==> config.mk <==
export PLATFORM = sky130hd
export DESIGN_NAME = roc_top
export DESIGN_NICKNAME = d
export VERILOG_FILES = /design/src/logic/roc_spare_unused.v /design/src/logic/roc_top.v
export VERILOG_INCLUDE_DIRS = /design/src /design/src/logic
export SDC_FILE = /design/constraint.sdc
export NUM_CORES = 1
export LEC_CHECK = 0
export BUFFER_PORTS_ARGS = -buffer_cell sky130_fd_sc_hd__buf_2
export CAP_MARGIN = 20
export CORE_MARGIN = 1.5
export CORE_UTILIZATION = 45
export DETAILED_ROUTE_END_ITERATION = 7
export PLACE_DENSITY = 0.67
export SLEW_MARGIN = 30
export SYNTH_ARGS = -nofsm -noshare
export SYNTH_HDL_FRONTEND = slang
export SYNTH_SLANG_ARGS = --single-unit
==> constraint.sdc <==
create_clock -name clk -period 4.5 [get_ports clk]
set_clock_uncertainty 0.15 [all_clocks]
set_input_delay 0.9 -clock clk [delete_from_list [all_inputs] [get_ports clk]]
set_output_delay 0.9 -clock clk [all_outputs]
set_load 0.02 [all_outputs]
==> src/logic/roc_consts.vh <==
// Constants for the relay output configuration and status block.
// Assumes the includer works in plain Verilog-2005.
`ifndef ROC_CONSTS_VH
`define ROC_CONSTS_VH

// Register indices and byte addresses
`define ROC_CFG_INDEX     12'd13
`define ROC_ADDR_CFG      (`ROC_CFG_INDEX * 12'd4)
`define ROC_ADDR_DATA     12'h000
`define ROC_ADDR_IRQ_STAT 12'h040
`define ROC_ADDR_IRQ_MASK 12'h044

// Field positions of the configuration and status word
`define ROC_B_CONFIGURED  0
`define ROC_B_FORCE_ERR   1
`define ROC_B_TSEL_LO     2
`define ROC_B_TSEL_HI     4
`define ROC_B_HOLD        5
`define ROC_B_FUSE_BLOWN  6
`define ROC_B_FUSE_EN     7
`define ROC_B_BASE_LO     8
`define ROC_B_BASE_HI     10

// Reset values
`define ROC_CFG_RESET     8'h00
`define ROC_DATA_RESET    16'h0000

// Interrupt bits
`define ROC_IRQ_TIMEOUT   0
`define ROC_IRQ_FUSE      1

// Timing: clock rate and millisecond tick
`define ROC_CLK_HZ        10000000
`define ROC_TICK_MS       1
`define ROC_TICK_CYCLES   (`ROC_CLK_HZ / 1000 * `ROC_TICK_MS)

// Nominal watchdog periods in milliseconds
`define ROC_WD_MS_0       14'd16000
`define ROC_WD_MS_1       14'd4000
`define ROC_WD_MS_2       14'd2000
`define ROC_WD_MS_3       14'd1000
`define ROC_WD_MS_4       14'd500
`define ROC_WD_MS_5       14'd250
`define ROC_WD_MS_6       14'd125
`define ROC_WD_MS_7       14'd62

`endif

==> src/logic/roc_spare_unused.v <==
// Intentionally minimal: no extra logic lives outside roc_top.
// Assumes nothing; kept empty of modules.
`default_nettype none
`default_nettype wire

==> src/logic/roc_top.v <==
// Relay output module configuration/status register and watchdog.
// Assumes an APB master on clk, strap and fuse inputs from pins.
//
// Decided for this implementation: the APB register port.
`timescale 1ns/1ns
`default_nettype none
`include "roc_consts.vh"

module roc_top #(
	parameter integer TICK_CYCLES = `ROC_TICK_CYCLES, // Cycles per ms tick
	parameter integer CHANNELS    = 16                // Relay channels
) (
	input  wire                clk,
	input  wire                reset_n,
	input  wire                psel,
	input  wire                penable,
	input  wire                pwrite,
	input  wire [11:0]         paddr,
	input  wire [31:0]         pwdata,
	output wire                pready,
	output reg  [31:0]         prdata,
	output reg                 pslverr,
	input  wire                fuse_blown_in,
	input  wire                base_type_strap0,
	input  wire                base_type_strap1,
	input  wire                base_type_strap2,
	output reg  [CHANNELS-1:0] relay_out,
	output wire                internal_fault_led,
	output wire                external_fault_led,
	output wire                comm_ok_led,
	output wire                irq
);

	//------------------------------------------------------------
	// Reset release
	//------------------------------------------------------------
	reg        rst_meta;      // First reset stage
	reg        rst_n;         // Released reset used everywhere

	// Asynchronous assert, two-stage release
	always @(posedge clk or negedge reset_n) begin
		if (!reset_n) begin
			rst_meta <= 1'b0;
			rst_n    <= 1'b0;
		end else begin
			rst_meta <= 1'b1;
			rst_n    <= rst_meta;
		end
	end

	//------------------------------------------------------------
	// Pin synchronisers
	//------------------------------------------------------------
	reg  [3:0] pin_meta;      // First stage, read only by pin_sync
	reg  [3:0] pin_sync;      // Second stage, safe to use
	wire [3:0] pin_raw;       // Fuse and straps gathered
	assign pin_raw = {base_type_strap2, base_type_strap1,
		base_type_strap0, fuse_blown_in};

	// Two flops per pin
	always @(posedge clk or negedge rst_n) begin
		if (!rst_n) begin
			pin_meta <= 4'h0;
			pin_sync <= 4'h0;
		end else begin
			pin_meta <= pin_raw;
			pin_sync <= pin_meta;
		end
	end

	//------------------------------------------------------------
	// Bus decode
	//------------------------------------------------------------
	wire access;              // Completing APB transfer
	wire wr;                  // Completing write
	wire rd;                  // Completing read
	wire hit_cfg;             // Configuration/status word
	wire hit_data;            // Relay data word
	wire hit_stat;            // Interrupt status
	wire hit_mask;            // Interrupt mask
	wire mapped;              // Any known register

	assign pready   = 1'b1;                    // Zero wait states
	assign access   = psel & penable;
	assign wr       = access & pwrite;
	assign rd       = access & ~pwrite;
	assign hit_cfg  = (paddr == `ROC_ADDR_CFG);
	assign hit_data = (paddr == `ROC_ADDR_DATA);
	assign hit_stat = (paddr == `ROC_ADDR_IRQ_STAT);
	assign hit_mask = (paddr == `ROC_ADDR_IRQ_MASK);
	assign mapped   = hit_cfg | hit_data | hit_stat | hit_mask;

	//------------------------------------------------------------
	// Configuration register
	//------------------------------------------------------------
	reg        cfg_configured; // Module configured
	reg        cfg_force_err;  // Forced error
	reg  [2:0] cfg_tsel;       // Watchdog period select
	reg        cfg_hold;       // Hold outputs on timeout
	reg        cfg_fuse_en;    // Fuse detection enable
	// Power-up word, sliced per field so reset stays constant
	localparam [7:0] CFG_RST = `ROC_CFG_RESET;

	// Cleared by reset; bit 0 only ever sets
	always @(posedge clk or negedge rst_n) begin
		if (!rst_n) begin
			cfg_configured <= CFG_RST[`ROC_B_CONFIGURED];
			cfg_force_err  <= CFG_RST[`ROC_B_FORCE_ERR];
			cfg_tsel       <= CFG_RST[`ROC_B_TSEL_HI:`ROC_B_TSEL_LO];
			cfg_hold       <= CFG_RST[`ROC_B_HOLD];
			cfg_fuse_en    <= CFG_RST[`ROC_B_FUSE_EN];
		end else if (wr && hit_cfg) begin
			// Once configured, stays so until reset
			cfg_configured <= cfg_configured |
				pwdata[`ROC_B_CONFIGURED];
			cfg_force_err  <= pwdata[`ROC_B_FORCE_ERR];
			cfg_tsel       <= pwdata[`ROC_B_TSEL_HI:`ROC_B_TSEL_LO];
			cfg_hold       <= pwdata[`ROC_B_HOLD];
			cfg_fuse_en    <= pwdata[`ROC_B_FUSE_EN];
		end
	end

	//------------------------------------------------------------
	// Fuse status
	//------------------------------------------------------------
	wire fuse_blown;          // Qualified fuse blown
	reg  fuse_blown_q;        // Previous, for edge detect
	assign fuse_blown = cfg_fuse_en & pin_sync[0];
	assign external_fault_led = fuse_blown;

	//------------------------------------------------------------
	// Watchdog
	//------------------------------------------------------------
	reg  [31:0] presc;        // Cycles within current ms
	reg  [13:0] ms_count;     // Elapsed ms since last access
	reg  [13:0] wd_limit;     // Selected period in ms
	reg         timed_out;    // Controller has gone silent
	wire        tick;         // One-cycle ms enable
	wire        wd_expire;    // One-cycle timeout event

	// Period lookup
	always @* begin
		case (cfg_tsel)
		3'h0: wd_limit = `ROC_WD_MS_0;
		3'h1: wd_limit = `ROC_WD_MS_1;
		3'h2: wd_limit = `ROC_WD_MS_2;
		3'h3: wd_limit = `ROC_WD_MS_3;
		3'h4: wd_limit = `ROC_WD_MS_4;
		3'h5: wd_limit = `ROC_WD_MS_5;
		3'h6: wd_limit = `ROC_WD_MS_6;
		3'h7: wd_limit = `ROC_WD_MS_7;
		default: wd_limit = `ROC_WD_MS_0;
		endcase
	end

	assign tick      = (presc == TICK_CYCLES - 1);
	assign wd_expire = tick & ~timed_out &
		(ms_count == wd_limit - 14'd1);

	// Prescaler and ms counter, restarted by any access
	always @(posedge clk or negedge rst_n) begin
		if (!rst_n) begin
			presc     <= 32'h0;
			ms_count  <= 14'h0;
			timed_out <= 1'b0;
		end else if (access) begin
			presc     <= 32'h0;
			ms_count  <= 14'h0;
			timed_out <= 1'b0;
		end else begin
			// Divider, one tick per millisecond
			if (tick) begin
				presc <= 32'h0;
			end else begin
				presc <= presc + 32'h1;
			end
			// Count ms until the limit, then latch silence
			if (wd_expire) begin
				timed_out <= 1'b1;
				ms_count  <= 14'h0;
			end else if (tick && !timed_out) begin
				ms_count  <= ms_count + 14'h1;
			end
		end
	end

	assign internal_fault_led = cfg_force_err | timed_out;
	assign comm_ok_led        = ~timed_out;

	//------------------------------------------------------------
	// Relay data register and outputs
	//------------------------------------------------------------
	reg [CHANNELS-1:0] out_data; // Last commanded relay states

	// Writes accepted even under forced error
	always @(posedge clk or negedge rst_n) begin
		if (!rst_n) begin
			out_data <= {CHANNELS{1'b0}}; // All relays off
		end else if (wr && hit_data) begin
			out_data <= pwdata[CHANNELS-1:0];
		end
	end

	// Drive relays, blank on timeout unless holding
	always @(posedge clk or negedge rst_n) begin
		if (!rst_n) begin
			relay_out <= {CHANNELS{1'b0}}; // All relays off
		end else if (timed_out && !cfg_hold) begin
			relay_out <= {CHANNELS{1'b0}};
		end else if (!timed_out) begin
			relay_out <= out_data;
		end
	end

	//------------------------------------------------------------
	// Interrupts
	//------------------------------------------------------------
	reg  [1:0] irq_stat;      // Sticky events
	reg  [1:0] irq_mask;      // Enables
	wire [1:0] irq_set;       // This cycle's events
	assign irq_set = {fuse_blown & ~fuse_blown_q, wd_expire};
	assign irq     = |(irq_stat & irq_mask);

	// Set wins over write-one-to-clear
	always @(posedge clk or negedge rst_n) begin
		if (!rst_n) begin
			irq_stat     <= 2'h0;
			irq_mask     <= 2'h0;
			fuse_blown_q <= 1'b0;
		end else begin
			fuse_blown_q <= fuse_blown;
			if (wr && hit_stat) begin
				irq_stat <= (irq_stat & ~pwdata[1:0]) | irq_set;
			end else begin
				irq_stat <= irq_stat | irq_set;
			end
			if (wr && hit_mask) begin
				irq_mask <= pwdata[1:0];
			end
		end
	end

	//------------------------------------------------------------
	// Read data
	//------------------------------------------------------------
	reg [31:0] rd_mux;        // Selected read word
	reg [31:0] status_word;   // Assembled status

	// Status assembly and read selection
	always @* begin
		status_word = 32'h0;
		status_word[`ROC_B_CONFIGURED] = cfg_configured;
		status_word[`ROC_B_FORCE_ERR]  = cfg_force_err;
		status_word[`ROC_B_TSEL_HI:`ROC_B_TSEL_LO] = cfg_tsel;
		status_word[`ROC_B_HOLD]       = cfg_hold;
		status_word[`ROC_B_FUSE_BLOWN] = fuse_blown;
		status_word[`ROC_B_FUSE_EN]    = cfg_fuse_en;
		status_word[`ROC_B_BASE_HI:`ROC_B_BASE_LO] = pin_sync[3:1];
		rd_mux = 32'h0;
		if (hit_cfg) begin
			rd_mux = status_word;
		end else if (hit_data && !cfg_force_err) begin
			rd_mux[CHANNELS-1:0] = out_data;
		end else if (hit_stat) begin
			rd_mux[1:0] = irq_stat;
		end else if (hit_mask) begin
			rd_mux[1:0] = irq_mask;
		end
	end

	// Registered read data and error
	always @(posedge clk or negedge rst_n) begin
		if (!rst_n) begin
			prdata  <= 32'h0;
			pslverr <= 1'b0;
		end else if (psel && !penable) begin
			// Setup phase captures the answer
			prdata  <= pwrite ? 32'h0 : rd_mux;
			pslverr <= ~mapped;
		end
	end

endmodule // roc_top

`default_nettype wire
# After elaboration in Yosys (flattened, before gate mapping)
# Memory sizes are Yosys's and may differ from the RTL's.
# Index checks and enable logic that the tools add are counted.
# totals
elab_cells	80
n_memories	1
mem_bits_ro	112
out_inout_bits	54
input_bits	53
regBits	134
# op_classes
n_mux	16
bitwise_logic	19
n_reduce_logical	16
n_eq_ne	6
addsub	3
# memory_table
memory	depth	word_bits	rd	rd_clocked_by_memory_dff	write_ports	line	text
(no name shown)	8	14	1	0	0	roc_top.v:143	case (cfg_tsel)
# op_table
op	count
16-bit 2-to-1 mux	4
32-bit 2-to-1 mux	2
14-bit 2-to-1 mux	4
32-bit by 1-bit adder with 32-bit output (second input constant)	1
32-bit by 14-bit equality test with 1-bit output (second input constant)	1
12-bit by 7-bit equality test with 1-bit output (second input constant)	2
14-bit by 1-bit adder with 14-bit output (second input constant)	1
14-bit equality test	1
14-bit by 1-bit subtractor with 14-bit output (second input constant)	1
12-bit by 6-bit equality test with 1-bit output (second input constant)	1
12-bit zero test	1
1-bit logical AND	8
2-bit 2-to-1 mux	4
1-bit AND	6
1-bit bitwise OR	5
2-bit AND	2
1-bit zero test	4
2-bit bitwise OR	2
1-bit inverter	3
3-bit nonzero test	1
1-bit 2-to-1 mux	2
2-bit by 1-bit != test with 1-bit output (second input constant)	1
2-bit inverter	1
2-bit nonzero test	1
2-bit OR reduction	1

# Logic depth before layout (Yosys ltp)
# depth
word_depth	6
mapped_depth	12
mapped_depth_nobuf	9

# Worst setup path after synthesis
# No wires, ideal clock.
# synth_timing
path_type	register -> register
startpoint	register cfg_tsel[0]
endpoint	register ms_count[0]
path_slack_ns	1.537
arrival_time_ns	2.674
setup_time_ns	0.139
path_stages_with_launch	13
required_time_ns	4.211
n_path_buf	4
synth_period_minus_slack_ns	2.963
cell_sequence	dfrtp_1 buf_2 buf_2 or2_2 ha_1 nor4_1 a31oi_1 or2_2 a2111oi_1 and4b_1 buf_4 buf_6 nor3_1
# synth_between
elab_chain_len	6
word_cells_on_any_way	7
classes_between	1 x add/sub; 1 x eq/ne; 2 x mux; 1 x bitwise; 1 x reduce/logical; 1 x memory
# synth_rtl
item	line	text
from (decl)	roc_top.v:98	reg [2:0] cfg_tsel;
from (signal assigned)	roc_top.v:109	cfg_tsel <= CFG_RST[`ROC_B_TSEL_HI:`ROC_B_TSEL_LO];
from (signal assigned)	roc_top.v:117	cfg_tsel <= pwdata[`ROC_B_TSEL_HI:`ROC_B_TSEL_LO];
memory read 8 x 14 bit (*)	-	
14-bit by 1-bit subtractor with 14-bit output (*)	roc_top.v:158	(ms_count == wd_limit - 14'd1);
14-bit equality test (*)	roc_top.v:158	
1-bit AND (*)	roc_top.v:157	assign wd_expire = tick & ~timed_out &
14-bit 2-to-1 mux	roc_top.v:178	if (wd_expire) begin
14-bit 2-to-1 mux	roc_top.v:166	end else if (access) begin
to (signal assigned)	roc_top.v:182	ms_count <= ms_count + 14'h1;
to (decl)	roc_top.v:135	reg [13:0] ms_count;
# Mark *: on every way between the ends. The rest lies on a longest branch, timed or not.
# A chain may end at the register's enable or synchronous reset.

# Worst setup path in the final report
# layout_timing
startpoint	register cfg_tsel[1]
endpoint	register ms_count[12]
# Same word-level chain as after synthesis.

==> summary by stage <==
STA
Setup repair after global routing left no endpoint under its margin. The final count of pins violating max slew is 0. The headroom to the max-slew limit is 0.498. The final hold violation count was 0. The maximum achievable frequency is 265 MHz.

For the final routed database, the setup TNS stands at 0 ns. After layout, the minimum clock period comes to 3.77 ns. The final cycle utilization of the critical path is 0.838. The transition at the pin with the smallest max-transition slack is 0.744 ns.

Setup violations remaining at the end of the flow were counted as 0.

Setup path
The source of the worst register-to-register timing path is cfg_tsel[1]. The critical path starts at cfg_tsel[1]. Of all nets on the critical path, the largest fanout is 18. The cell with the largest stage delay on the worst path is dfrtp_1. The kind of start point of the critical path is a flop.

Data on the critical path arrives at its endpoint at 3.88 ns. The critical path runs through a total of 9 cells. The worst register-to-register path has a depth of 9.

The critical path goes through nand2_1 > or2_2 > ha_1 > nor4_1 > a31oi_1 > or2_2 > a2111oi_1 > and4b_1 > nor4_1. The critical path class is flop to flop. STA classifies the critical path endpoint as a flop. The cell family contributing the most delay on the critical path is simple AND/OR/NAND/NOR gates.

The worst path buffer plus inverter count is 0. The maximum single-stage delay on the critical path is 0.74 ns. The required time of the critical path is 4.61 ns.

Power
The relative contribution of combinational cells to total power is 0.035. After layout, the design draws a total of 2.71 mW. The sequential group share of total power is 0.407. The peak ir drop on the vdd network is 0.222 mV.

The power per cell area is 397 nW/um^2. The leakage power figure is 3.21 nW. The internal cell power is 2.12 mW.

Of the total power, the share spent switching nets is 0.220. The total net switching power is 0.596 mW. Of the total power, the clock network draws 0.558.

Synth
The area share of the leading cell type in the synthesized netlist is 0.516. Yosys attributes the largest share of cell area to dfrtp_1 (52%), mux2_2 (4.7%), xnor2_1 (3.5%). After synthesis, the most frequently instantiated cells are dfrtp_1 (118), nor2_1 (53), nand2_1 (51).

The count of flip-flops with a built-in enable after synthesis is 0. The number of distinct standard cells referenced by the synthesized netlist is 54. The cell area after technology mapping is 5730 um^2. The cell taking the most area after synthesis is dfrtp_1. The instance count of the mapped netlist is 535.

The share of the Yosys chip area taken by registers is 0.516. The cell with the most instances after synthesis is dfrtp_1. The total number of yosys warnings is 0. The most instantiated flip-flop cell in the synthesis netlist is dfrtp_1.

After synthesis the netlist holds a flip-flop and latch count of 118. Of all flip-flops after synthesis, the portion carrying an async set or reset was 1.00. The mean instance size in the synthesized netlist is 10.7 um^2.

CTS
For this design, the sink count on the clock tree is 118. The number of gates resized after CTS was 0. The maximum root-to-sink buffer count is 2.

The post-CTS clock slew at the launch and capture registers of the worst setup and hold paths is 0.06 ns. The clock tree from TritonCTS is built. The clock reaches the later pin of the worst-skew pair after 0.41 ns. The number of setup buffers added after CTS is 0. The TritonCTS buffer count is 17. The H-tree generated during clock tree synthesis spans 4 levels. For this design, the CTS-stage hold fixing added 0 buffers.

The cell sitting at the root of the clock tree is a clkbuf_16.

Placed design
In this run the tool buffered the top-level ports with 73 buffer cells. The HPWL after detailed placement is 8.28 mm. The congestion estimate from routability-driven global placement came to 0.877. Including well taps, the total number of placed cells is 757.

Route
In the routed design, unresolved DRC markers number 0. In this run the remaining antenna-violating nets after routing total 0. For this run, the detailed router's first-pass iteration total came to 4. After detailed routing, the total wire length is 12.6 mm. Using the TritonRoute via totals, the vias-per-cell ratio works out to 5.38. The first routing iteration left 230 violations. The number of vias after detailed routing is 4,250. In the final routed layout, each cell accounts on average for 16.0 um.

Finish
In the final layout, the share of cells above drive strength 1 is 0.256. Compared with the post-synthesis result, the final layout area differs by 19.4%. The antenna cell count is 0. At the end of the flow the core is filled with cells to 0.546. After the last flow step, the layout net total stands at 661. The number of standard cells in the layout, taps in and fillers out is 790. The count of fill cells added during filler insertion is 1,136.

Flow run
The tool flagged a number of max-cap violations equal to 0.

GRT
The overall fraction of global-route tracks in use is 0.202. The number of global-route vias before repair is 4,117. Entering global routing, the biggest net connects 77 pins. The wire length of the first global-routing pass is 20.9 mm.

The number of antenna violations at the first check in global routing is 0. For this run the aggregate overflow at the end of global routing stands at 0.

Min path
In this run the worst hold path is classified as primary input to async pin.

Floorplan
The count of boundary I/O pins is 107. The standard-cell row count is 41. The area inside the core boundary is 12,500 um^2. The die is 116 um wide.

The vertical die dimension is 116 um. The full die area is 13,400 um^2. The initial cell density of the core is 0.457.

Status
The flow ran to the end, and the final reports show no timing, DRC or antenna violations.
## flip-flops by register name, summed over array words and instances (netlist names), 2 cells and up
register	cells
out_data	16
presc	32
prdata	16
ms_count	14
cfg_tsel	3
pin_sync	4
irq_stat	2
pin_meta	4
relay_out	16
irq_mask	2
## cells in the final DEF, fill, tap and decap left out, types with 5 or more instances in the layout
cell type	instances
o21ai_0	19
mux2i_1	10
dfrtp_1	117
a22o_1	22
nor4_1	9
nand4_1	10
nor3_2	6
xor2_1	19
a21o_1	5
conb_1	18
mux2_2	24
clkbuf_16	17
nor3_1	18
and2_1	6
nor2_1	53
clkinv_4	5
nand3_1	14
inv_1	7
buf_2	73
nand2_1	50
xnor2_1	23
bufinv_16	5
buf_4	7
and3_1	10
a21oi_1	7
## power groups by stage
stage          sequential [mW]  combinational (mW)  clock [mW]
6_report                  1.10              0.0963        1.51
3_5_place_dp              1.13              0.0874           0
4_1_cts                   1.11              0.0887        1.54
5_1_grt                   1.11               0.112        1.58
2_1_floorplan             1.13              0.0607           0
3_3_place_gp              1.13              0.0857           0
## routing by layer
| layer | wire length (um) | track usage | vias up | part of all wire |
|---|---|---|---|---|
| li1 | - | - | 2003 | - |
| met1 | 5700 | 0.268 | 2131 | 0.45 |
| met2 | 6190 | 0.318 | 103 | 0.49 |
| met3 | 584 | 0.0601 | 13 | 0.046 |
| met4 | 147 | 0.0699 | 0 | 0.012 |
| met5 | 0 | 0 | - | 0 |
## metrics by stage
step | instance area, um^2 | worst slack (ns) | hold slack [ns]
4_1_cts | 6810 | 0.748 | 0.0926
2_1_floorplan | 5790 | 0.819 | 0.181
5_1_grt | 6840 | 0.541 | 0.0964
3_5_place_dp | 6150 | 0.757 | 0.188
6_report | 6840 | 0.731 | 0.108
3_3_place_gp | 6150 | 0.914 | 0.182
## worst register-to-register path: cells and delay by family, from the launching register on
kind | cells | cell delay [ns]
compound gates | 2 | 0.52
fa+ha+maj | 1 | 0.22
simple gates | 6 | 1.98
flops | 1 | 0.74
## layout make-up
cell class	count	area (um^2)	share of cell area
tap	172	215	0.0315
multi-input combinational	379	2530	0.371
clock inverter	14	221	0.0324
sequential	118	2960	0.433
inverter	8	30.0	0.00439
clock buffer	18	439	0.0643
timing repair buffer	81	438	0.0641
## cells by family (layout without fill, tap and decap cells)
logic type,after synthesis,in the layout,share of synthesized area
multiplexers,34,34,0.0647
flip-flops,118,118,0.516
adder cells (fa/ha/maj),3,3,0.00656
AND/OR/NAND/NOR,207,207,0.201
AO/OA/AOI/OAI,75,75,0.0942
XOR/XNOR,42,42,0.0642
other,2,18,0.00131
buffers and inverters,54,121,0.0524
## path summary, 6_finish.rpt
kind                                 to  slack, ns
max reg2reg                ms_count[12]       0.73
min                               rst_n       0.11
min reg2reg                   presc[16]       0.14
max                        ms_count[12]       0.73
min in group clk                  rst_n       0.20
max in group asynchronous   ms_count[5]       2.89
Power figures use the tool's default switching activity.
